`src/rtl/bsadc_pkg.sv`:
```
// package for the battery converter result control block
// assumes a single 20 MHz system clock domain
package bsadc_pkg;
  localparam int unsigned CLK_HZ = 20000000;
  localparam int unsigned RES_W = 16;
  localparam int unsigned ACC_W = 32;
  localparam int unsigned CNT_W = 16;
  localparam int unsigned RATE_W = 16;
  // rate limits in hertz
  localparam int unsigned NORM_MIN_HZ = 4;
  localparam int unsigned NORM_MAX_HZ = 8000;
  localparam int unsigned LP_MIN_HZ = 1;
  localparam int unsigned LP_MAX_HZ = 2000;
  // settling conversion counts
  localparam logic [1:0] SETTLE_NOCHOP = 2'h3;
  localparam logic [1:0] SETTLE_CHOP = 2'h2;
  // cycles per conversion at the shortest documented period
  localparam int unsigned MIN_PERIOD_CYC = CLK_HZ / NORM_MAX_HZ;
  localparam int unsigned LP_MIN_PERIOD_CYC = CLK_HZ / LP_MAX_HZ;
  // over-range threshold on a run of identical raw modulator bits
  localparam logic [3:0] ORNG_WIN = 4'hf;
  // setup and operating register bit positions
  localparam int unsigned GSW_CONNECT_BIT = 7;
  localparam int unsigned GSW_RES_BIT = 6;
  localparam int unsigned ATTEN_BIT = 7;

  typedef enum logic [1:0] {
    BSADC_SRC_VBAT = 2'b00,
    BSADC_SRC_EXT_TEMP = 2'b01,
    BSADC_SRC_INT_TEMP = 2'b10
  } bsadc_src_t;

  typedef enum logic [1:0] {
    BSADC_GSW_FLOAT = 2'b00,
    BSADC_GSW_DIRECT = 2'b01,
    BSADC_GSW_RES = 2'b10
  } bsadc_gsw_t;

  // one channel result with its qualifiers
  typedef struct packed {
    logic valid;
    logic settled;
    logic [RES_W-1:0] data;
  } bsadc_res_t;
endpackage : bsadc_pkg

```
`src/rtl/bsadc_ctrl.sv`:
```
// two-channel sigma-delta decimation and result control
// assumes modulator bit streams synchronous to clk, one bit per clock
`timescale 1ns/1ps
// Notes on behaviour
// - current rate programmable, normal and low power
// - sinc3 decimation gives 16-bit results
// - conversion counter raises event at limit
// - result above threshold raises event
// - accumulator sums results when enabled
// - enabled fast over-range flag precedes filter
// - current settles after three, chop two
// - voltage channel input from three sources
// - voltage channel uses same decimation scheme
// - input switch settles after three conversions
// - ground switch floats when connect bit clear
// - connect set: direct or via resistor
module bsadc_ctrl #(
  parameter int unsigned DEC_W = bsadc_pkg::RATE_W
) (
  // clock and reset
  input wire logic clk,
  input wire logic reset_n,
  // modulator streams
  input wire logic i_mod_bit,
  input wire logic vt_mod_bit,
  // current channel control
  input wire logic i_enable,
  input wire logic low_power,
  input wire logic chop_en,
  input wire logic [DEC_W-1:0] i_decim,
  input wire logic [bsadc_pkg::CNT_W-1:0] count_limit,
  input wire logic [bsadc_pkg::RES_W-1:0] threshold,
  input wire logic acc_enable,
  input wire logic acc_clear,
  input wire logic orng_enable,
  // voltage channel control
  input wire logic vt_enable,
  input wire logic [DEC_W-1:0] vt_decim,
  input wire bsadc_pkg::bsadc_src_t vt_src,
  input wire logic [7:0] high_voltage_setup_register,
  input wire logic [7:0] converter_setup_register,
  input wire logic [7:0] converter_operating_register,
  // results and events
  output bsadc_pkg::bsadc_res_t i_result,
  output bsadc_pkg::bsadc_res_t vt_result,
  output logic [bsadc_pkg::ACC_W-1:0] i_accum,
  output logic [bsadc_pkg::CNT_W-1:0] i_count,
  output logic count_event,
  output logic thresh_event,
  output logic orng_event,
  // analog controls
  output bsadc_pkg::bsadc_src_t vt_mux_sel,
  output logic atten_en,
  output bsadc_pkg::bsadc_gsw_t ground_switch_pin
);
  import bsadc_pkg::*;

  // per-channel sinc3 state: index 0 current, 1 voltage/temperature
  logic [1:0] ch_en;
  logic [1:0] ch_bit;
  logic [DEC_W-1:0] ch_dec [2];
  logic [1:0] ch_restart;
  logic [ACC_W-1:0] int1_q [2], int1_d [2];
  logic [ACC_W-1:0] int2_q [2], int2_d [2];
  logic [ACC_W-1:0] int3_q [2], int3_d [2];
  logic [ACC_W-1:0] dif1_q [2], dif1_d [2];
  logic [ACC_W-1:0] dif2_q [2], dif2_d [2];
  logic [ACC_W-1:0] dif3_q [2], dif3_d [2];
  logic [DEC_W-1:0] phase_q [2], phase_d [2];
  logic [1:0] settle_q [2], settle_d [2];
  bsadc_res_t res_q [2], res_d [2];
  bsadc_src_t src_q;
  bsadc_src_t src_d;
  logic [DEC_W-1:0] i_dec_lim;
  logic [DEC_W-1:0] lp_floor;

  // low power enforces a longer minimum period
  // floor is the 2 kHz period, held as cycles minus one
  assign lp_floor = DEC_W'(LP_MIN_PERIOD_CYC - 1);
  always_comb begin
    i_dec_lim = i_decim;
    if (low_power && (i_decim < lp_floor)) begin
      i_dec_lim = lp_floor;
    end
  end

  assign ch_en = {vt_enable, i_enable};
  assign ch_bit = {vt_mod_bit, i_mod_bit};
  assign ch_dec[0] = i_dec_lim;
  assign ch_dec[1] = vt_decim;
  // channel switch restarts voltage settling
  // compare the legalised source so that code 3 does not restart forever
  assign ch_restart = {(src_d != src_q), 1'b0};

  genvar g;
  generate
    for (g = 0; g < 2; g++) begin : g_ch
      logic [ACC_W-1:0] c3, o1, o2, o3;
      logic [1:0] need;
      // sinc3 integrate, then comb at each decimation tick
      always_comb begin
        need = (g == 0 && chop_en) ? SETTLE_CHOP : SETTLE_NOCHOP;
        int1_d[g] = int1_q[g] + {{(ACC_W-1){1'b0}}, ch_bit[g]};
        int2_d[g] = int2_q[g] + int1_q[g];
        int3_d[g] = int3_q[g] + int2_q[g];
        phase_d[g] = phase_q[g] + {{(DEC_W-1){1'b0}}, 1'b1};
        dif1_d[g] = dif1_q[g];
        dif2_d[g] = dif2_q[g];
        dif3_d[g] = dif3_q[g];
        settle_d[g] = settle_q[g];
        res_d[g] = res_q[g];
        res_d[g].valid = 1'b0;
        c3 = int3_q[g];
        o1 = c3 - dif1_q[g];
        o2 = o1 - dif2_q[g];
        o3 = o2 - dif3_q[g];
        if (!ch_en[g] || ch_restart[g]) begin
          settle_d[g] = 2'h0;
          phase_d[g] = '0;
          res_d[g].settled = 1'b0;
        end else if (phase_q[g] >= ch_dec[g]) begin
          phase_d[g] = '0;
          dif1_d[g] = c3;
          dif2_d[g] = o1;
          dif3_d[g] = o2;
          if (settle_q[g] < need) begin
            settle_d[g] = settle_q[g] + 2'h1;
          end
          res_d[g].valid = 1'b1;
          // widened so a saturated count does not wrap to unsettled
          res_d[g].settled =
            ({1'b0, settle_q[g]} + 3'h1) >= {1'b0, need};
          res_d[g].data = o3[RES_W-1:0];
        end
      end
      // register sinc3 state
      always_ff @(posedge clk or negedge reset_n) begin
        if (!reset_n) begin
          int1_q[g] <= '0;
          int2_q[g] <= '0;
          int3_q[g] <= '0;
          dif1_q[g] <= '0;
          dif2_q[g] <= '0;
          dif3_q[g] <= '0;
          phase_q[g] <= '0;
          settle_q[g] <= 2'h0;
          res_q[g] <= '0;
        end else begin
          int1_q[g] <= int1_d[g];
          int2_q[g] <= int2_d[g];
          int3_q[g] <= int3_d[g];
          dif1_q[g] <= dif1_d[g];
          dif2_q[g] <= dif2_d[g];
          dif3_q[g] <= dif3_d[g];
          phase_q[g] <= phase_d[g];
          settle_q[g] <= settle_d[g];
          res_q[g] <= res_d[g];
        end
      end
    end
  endgenerate

  assign i_result = res_q[0];
  assign vt_result = res_q[1];

  // current channel counter, threshold, accumulator
  logic [CNT_W-1:0] cnt_q, cnt_d;
  logic [ACC_W-1:0] acc_q, acc_d;
  logic cev_q, cev_d, tev_q, tev_d;
  logic i_done;
  assign i_done = res_q[0].valid && res_q[0].settled;
  always_comb begin
    cnt_d = cnt_q;
    acc_d = acc_q;
    cev_d = 1'b0;
    tev_d = 1'b0;
    if (acc_clear) begin
      acc_d = '0;
    end
    if (i_done) begin
      if (cnt_q + 1'b1 >= count_limit) begin
        cnt_d = '0;
        cev_d = 1'b1;
      end else begin
        cnt_d = cnt_q + 1'b1;
      end
      tev_d = res_q[0].data > threshold;
      if (acc_enable) begin
        acc_d = acc_d + {{(ACC_W-RES_W){1'b0}}, res_q[0].data};
      end
    end
  end
  // register current channel bookkeeping
  always_ff @(posedge clk or negedge reset_n) begin
    if (!reset_n) begin
      cnt_q <= '0;
      acc_q <= '0;
      cev_q <= 1'b0;
      tev_q <= 1'b0;
    end else begin
      cnt_q <= cnt_d;
      acc_q <= acc_d;
      cev_q <= cev_d;
      tev_q <= tev_d;
    end
  end
  assign i_accum = acc_q;
  assign i_count = cnt_q;
  assign count_event = cev_q;
  assign thresh_event = tev_q;

  // fast over-range: a run of identical modulator bits
  logic [3:0] run_q, run_d;
  logic last_q, last_d, orng_q, orng_d;
  always_comb begin
    last_d = i_mod_bit;
    run_d = (i_mod_bit == last_q) ? run_q : 4'h0;
    if (i_mod_bit == last_q && run_q != ORNG_WIN) begin
      run_d = run_q + 4'h1;
    end
    orng_d = orng_enable && i_enable && (run_q == ORNG_WIN);
  end
  // register over-range detector
  always_ff @(posedge clk or negedge reset_n) begin
    if (!reset_n) begin
      run_q <= 4'h0;
      last_q <= 1'b0;
      orng_q <= 1'b0;
    end else begin
      run_q <= run_d;
      last_q <= last_d;
      orng_q <= orng_d;
    end
  end
  assign orng_event = orng_q;

  // input mux, attenuator, ground switch
  bsadc_gsw_t gsw_d, gsw_q;
  logic att_d, att_q;
  always_comb begin
    src_d = (vt_src == BSADC_SRC_EXT_TEMP || vt_src == BSADC_SRC_INT_TEMP)
      ? vt_src : BSADC_SRC_VBAT;
    att_d = high_voltage_setup_register[ATTEN_BIT];
    if (!converter_setup_register[GSW_CONNECT_BIT]) begin
      gsw_d = BSADC_GSW_FLOAT;
    end else if (converter_operating_register[GSW_RES_BIT]) begin
      gsw_d = BSADC_GSW_RES;
    end else begin
      gsw_d = BSADC_GSW_DIRECT;
    end
  end
  // register analog controls
  always_ff @(posedge clk or negedge reset_n) begin
    if (!reset_n) begin
      src_q <= BSADC_SRC_VBAT;
      att_q <= 1'b0;
      gsw_q <= BSADC_GSW_FLOAT;
    end else begin
      src_q <= src_d;
      att_q <= att_d;
      gsw_q <= gsw_d;
    end
  end
  assign vt_mux_sel = src_q;
  assign atten_en = att_q;
  assign ground_switch_pin = gsw_q;

  a_gsw_float: assert property (@(posedge clk) disable iff (!reset_n)
    !converter_setup_register[GSW_CONNECT_BIT]
    |=> ground_switch_pin == BSADC_GSW_FLOAT)
    else $error("ground switch not floating");
  a_gsw_res: assert property (@(posedge clk) disable iff (!reset_n)
    converter_setup_register[GSW_CONNECT_BIT]
    && converter_operating_register[GSW_RES_BIT]
    |=> ground_switch_pin == BSADC_GSW_RES)
    else $error("ground switch not via resistor");
  a_gsw_direct: assert property (@(posedge clk) disable iff (!reset_n)
    converter_setup_register[GSW_CONNECT_BIT]
    && !converter_operating_register[GSW_RES_BIT]
    |=> ground_switch_pin == BSADC_GSW_DIRECT)
    else $error("ground switch not direct");
  a_thresh_evt: assert property (@(posedge clk) disable iff (!reset_n)
    i_done && res_q[0].data > threshold |=> thresh_event)
    else $error("threshold event missing");
  a_acc_add: assert property (@(posedge clk) disable iff (!reset_n)
    i_done && acc_enable && !acc_clear
    |=> i_accum == $past(i_accum) + {16'h0000, $past(res_q[0].data)})
    else $error("accumulator did not add");
  a_vt_switch: assert property (@(posedge clk) disable iff (!reset_n)
    src_d != src_q |=> !vt_result.valid)
    else $error("result after channel switch");
  a_orng_gate: assert property (@(posedge clk) disable iff (!reset_n)
    !orng_enable |=> !orng_event)
    else $error("over-range while disabled");
  a_cnt_evt: assert property (@(posedge clk) disable iff (!reset_n)
    count_event |-> i_count == 16'h0000)
    else $error("count not reset on event");
  a_settle_first: assert property (@(posedge clk) disable iff (!reset_n)
    i_result.valid && i_result.settled && !chop_en |-> settle_q[0] == 2'h3)
    else $error("settled too early");
  a_vt_settled: assert property (@(posedge clk) disable iff (!reset_n)
    vt_result.valid && settle_q[1] == SETTLE_NOCHOP |-> vt_result.settled)
    else $error("settled flag lost");
  a_mux_legal: assert property (@(posedge clk) disable iff (!reset_n)
    vt_mux_sel != 2'b11)
    else $error("illegal input select");
endmodule : bsadc_ctrl

```
`config.mk`:
```
export PLATFORM = sky130hd
export DESIGN_NAME = bsadc_ctrl
export DESIGN_NICKNAME = d
export VERILOG_FILES = /design/src/rtl/bsadc_pkg.sv /design/src/rtl/bsadc_ctrl.sv
export SDC_FILE = /design/constraint.sdc
export NUM_CORES = 1
export LEC_CHECK = 0
export BUFFER_PORTS_ARGS = -buffer_cell sky130_fd_sc_hd__buf_2
export CAP_MARGIN = 10
export CELL_PAD_IN_SITES_DETAIL_PLACEMENT = 1
export CELL_PAD_IN_SITES_GLOBAL_PLACEMENT = 1
export CORE_MARGIN = 5
export CORE_UTILIZATION = 30
export CTS_CLUSTER_DIAMETER = 150
export DETAILED_ROUTE_END_ITERATION = 7
export PLACE_DENSITY = 0.6
export SETUP_SLACK_MARGIN = 0.15
export SLEW_MARGIN = 40
export SYNTH_ARGS = -nofsm -noshare
export SYNTH_HDL_FRONTEND = slang
export SYNTH_SLANG_ARGS = --single-unit
```
`constraint.sdc`:
```
create_clock -name clk -period 10.3 [get_ports clk]
set_clock_uncertainty 0.2 [all_clocks]
set_input_delay 1.03 -clock clk [delete_from_list [all_inputs] [get_ports clk]]
set_output_delay 1.03 -clock clk [all_outputs]
set_load 0.005 [all_outputs]
```
==> results_dict.tcl <==
set metrics [dict create \
    min_period_ns 5.41 \
    hold_viol 0 \
    cts_tree "yes" \
    vdd_drop_max_v 0.000134 \
    synth_top_family_by_area "simple AND/OR/NAND/NOR gates" \
    finalMaxSlewViolations 0 \
    synth_nets 2631 \
    cts_buffer_depth 3 \
    dieArea_mm2 0.0768 \
    core.rowCount 98 \
    setup_slack_ns 4.89 \
    final_util 0.349 \
    synth_top_area_share 0.380 \
    synth_compound_area_frac 0.142 \
    ant_nets 0 \
    ys.warnings.count 0 \
    die_w_um 277 \
    slew_headroom 0.459 \
    wl_mm 53.9 \
    dpl-instance-area_mm2 0.0234 \
    fin_area_mm2 0.0248 \
    grt_max_degree 97 \
    setup_viol 0 \
    core_mm2 0.0711 \
    clock_sinks 325 \
    synth-adder-area-share 0.153 \
    tightest_slew_ns 0.809 \
    path_clk_slew_ns 0.06 \
    cp.required_ns 10.54 \
    dp_hpwl_mm 41.4 \
    ys_seq_area_frac 0.380 \
    synth.avg_cell_area_um2 9.41 \
    clock_latency_ns 0.58 \
    synth_cells 2275 \
    vias 16600 \
    synth_area_mm2 0.0214 \
    dp_cells 3366 \
    h-tree-depth 2 \
    synth-async-reset-ratio 1.00 \
    rsz0062_at_grt "no" \
    path_class "flip-flop to flip-flop" \
    grt_pass1_wl_mm 91.4 \
    area_growth_pct 15.8 \
    yosys_register_bits 325 \
    start_util 0.301 \
    finalSetupTns_ns 0 \
    drc 0 \
    synth_mux_area_frac 0.0288 \
    drive_gt1_frac 0.135 \
    fin_crit_sh 0.526 \
    synth_largest_area_cell "dfrtp_1" \
    drt_iter0_drc 598 \
    status "completed" \
    dieHeight_um 277 \
    clk_root_buffer_cell "clkbuf_16" \
    wire_per_inst_um 15.7 \
    cp_max_fo 7 \
    start_kind "flip-flop" \
    io_pins 193 \
    p_leak_nw 12.3 \
    viasPerCell 4.83 \
    numCtsBuffers 44 \
    end_kind "flip-flop" \
    grt_usage 0.140 \
    ys_types 75 \
    place.gp.congestion 0.789 \
    final_nets 2818 \
    fmax_mhz 185 \
    port_buffers 171 \
    p_per_area_mw_per_mm2 277 \
    power_mw 6.87 \
    whs_ns 0.145 \
    synth-xor-area-share 0.0917 \
    dr.pass1.iters 4 \
    num_antenna_cells 0 \
    cts_hold_buffers 0 \
    preCtsSetupSlack_ns 4.86 \
    synth_top_flop_cell "dfrtp_1" \
    synthTopCellsByArea "dfrtp_1 (38%), ha_1 (14%), xnor2_1 (5.3%)" \
    worst_hold_path_type "input pin to asynchronous set/reset pin" \
    synth_edf_count 0 \
    synth-simple-area-share 0.156 \
    final_cells 3445 \
    grt-ovfl-total 0 \
    cts_resized 0 \
    antenna_found_initial 0 \
    arrival_ns 5.65 \
    grt_pass1_vias 18000 \
    maxCapViolCount 0 \
    cts_setup_buffers 0 \
]
## cell usage after synthesis (5+ instances only)
master	instances
and3_1	32
dfrtp_1	325
or3_1	17
buf_6	5
o31ai_1	8
and2_1	11
buf_2	7
nor3_1	22
a21boi_1	6
xor2_1	90
buf_4	11
o21bai_1	21
or2_2	14
o211ai_1	14
o21ai_1	43
mux2_2	45
a31oi_1	7
a21boi_0	14
nor2b_1	50
ha_1	244
nand4_1	26
nand3_1	77
mux2_4	6
fa_1	11
a21o_1	57
nor2_1	170
clkbuf_1	14
nand2_1	214
inv_1	209
o21ai_0	123
xnor2_1	129
a211oi_1	9
a21oi_1	102
a2111oi_0	6
nand2b_1	35
a211o_1	5
o21a_1	17
## cells in the final DEF, fill, tap and decap left out, types with 45 or more instances in the layout
cell       instances
xnor2_1          129
o21ai_0          123
a21oi_1          102
nor2b_1           50
nand2_1          214
inv_1            209
mux2_2            45
xor2_1            90
nand3_1           77
a21o_1            57
buf_2            170
dfrtp_1          325
clkbuf_16         46
nor2_1           170
ha_1             244
## logic make-up after synthesis
family	count (synthesis)
muxes	53
xor gates and xnor gates	221
DFF	325
AOI/OAI and AO/OA	477
buffers and inverters	248
and+or+nand+nor	696
adders and majority gates	255
## power breakdown
group          internal, mW  switching (mW)  total [mW]
logic                  1.66            2.07        3.74
registers              1.47           0.170        1.63
clock network         0.910           0.589        1.50
total                  4.04            2.83        6.87
## layer usage
layer  wire, um  vias to the layer above  global-route usage  part of all wire
met5          0                        -                   0                 0
met4        941                        0              0.0312             0.017
met3       2040                       71              0.0233             0.038
met2      26200                      219               0.249              0.49
met1      24800                     8127               0.180              0.46
li1           -                     8221                   -                 -
## worst max-delay path, cell delays in order, from the launching register on
cell      delay, ns
dfrtp_1        0.35
inv_1          0.06
ha_1           0.21
fa_1           0.40
nor2b_1        0.12
o21ai_0        0.10
a21boi_0       0.28
o21ai_0        0.15
a21oi_1        0.29
a21o_1         0.17
a21oi_1        0.07
xnor2_1        0.20
ha_1           0.31
inv_1          0.13
nor3_1         0.07
a31oi_1        0.17
o21ai_0        0.12
a311o_1        0.33
ha_1           0.38
nand3_1        0.12
a21oi_1        0.06
o31ai_1        0.34
a21boi_1       0.13
o21ai_0        0.17
nand2b_1       0.08
xnor3_1        0.21
o21ai_1        0.06
## sequential cells by signal, indices dropped and copies added, names as in the netlist, 2 cells and up
register           count
dif1_q                32
dif2_q                32
dif3_q                32
g_ch.c3               32
i_accum               32
int1_q                32
int2_q                32
phase_q               32
i_result              18
vt_result             18
i_count               16
run_q                  4
settle_q               4
ground_switch_pin      2
vt_mux_sel             2
## cell type report
| type | instances | area (um2) |
|---|---|---|
| Inverter | 211 | 792 |
| Clock buffer | 73 | 1380 |
| Tap cell | 950 | 1190 |
| Fill cell | 8279 | 46300 |
| Multi-Input combinational cell | 1702 | 12300 |
| Timing Repair Buffer | 178 | 987 |
| Clock inverter | 6 | 43.8 |
| Sequential cell | 325 | 8130 |
## worst paths after layout
path                       slack (ns)      endpoint     startpoint  depth (start not counted)
max                              4.89  i_result[15]  g_ch[0].c3[0]                         26
max in group asynchronous        8.41  i_result[14]        reset_n                          3
max reg2reg                      4.89  i_result[15]  g_ch[0].c3[0]                         26
min in group clk                 0.27  vt_result[1]   vt_result[1]                          2
min                              0.15    int2_q[32]        reset_n                          1
min reg2reg                      0.27  vt_result[1]   vt_result[1]                          2
Note: power is estimated with default switching activity, not from simulation.
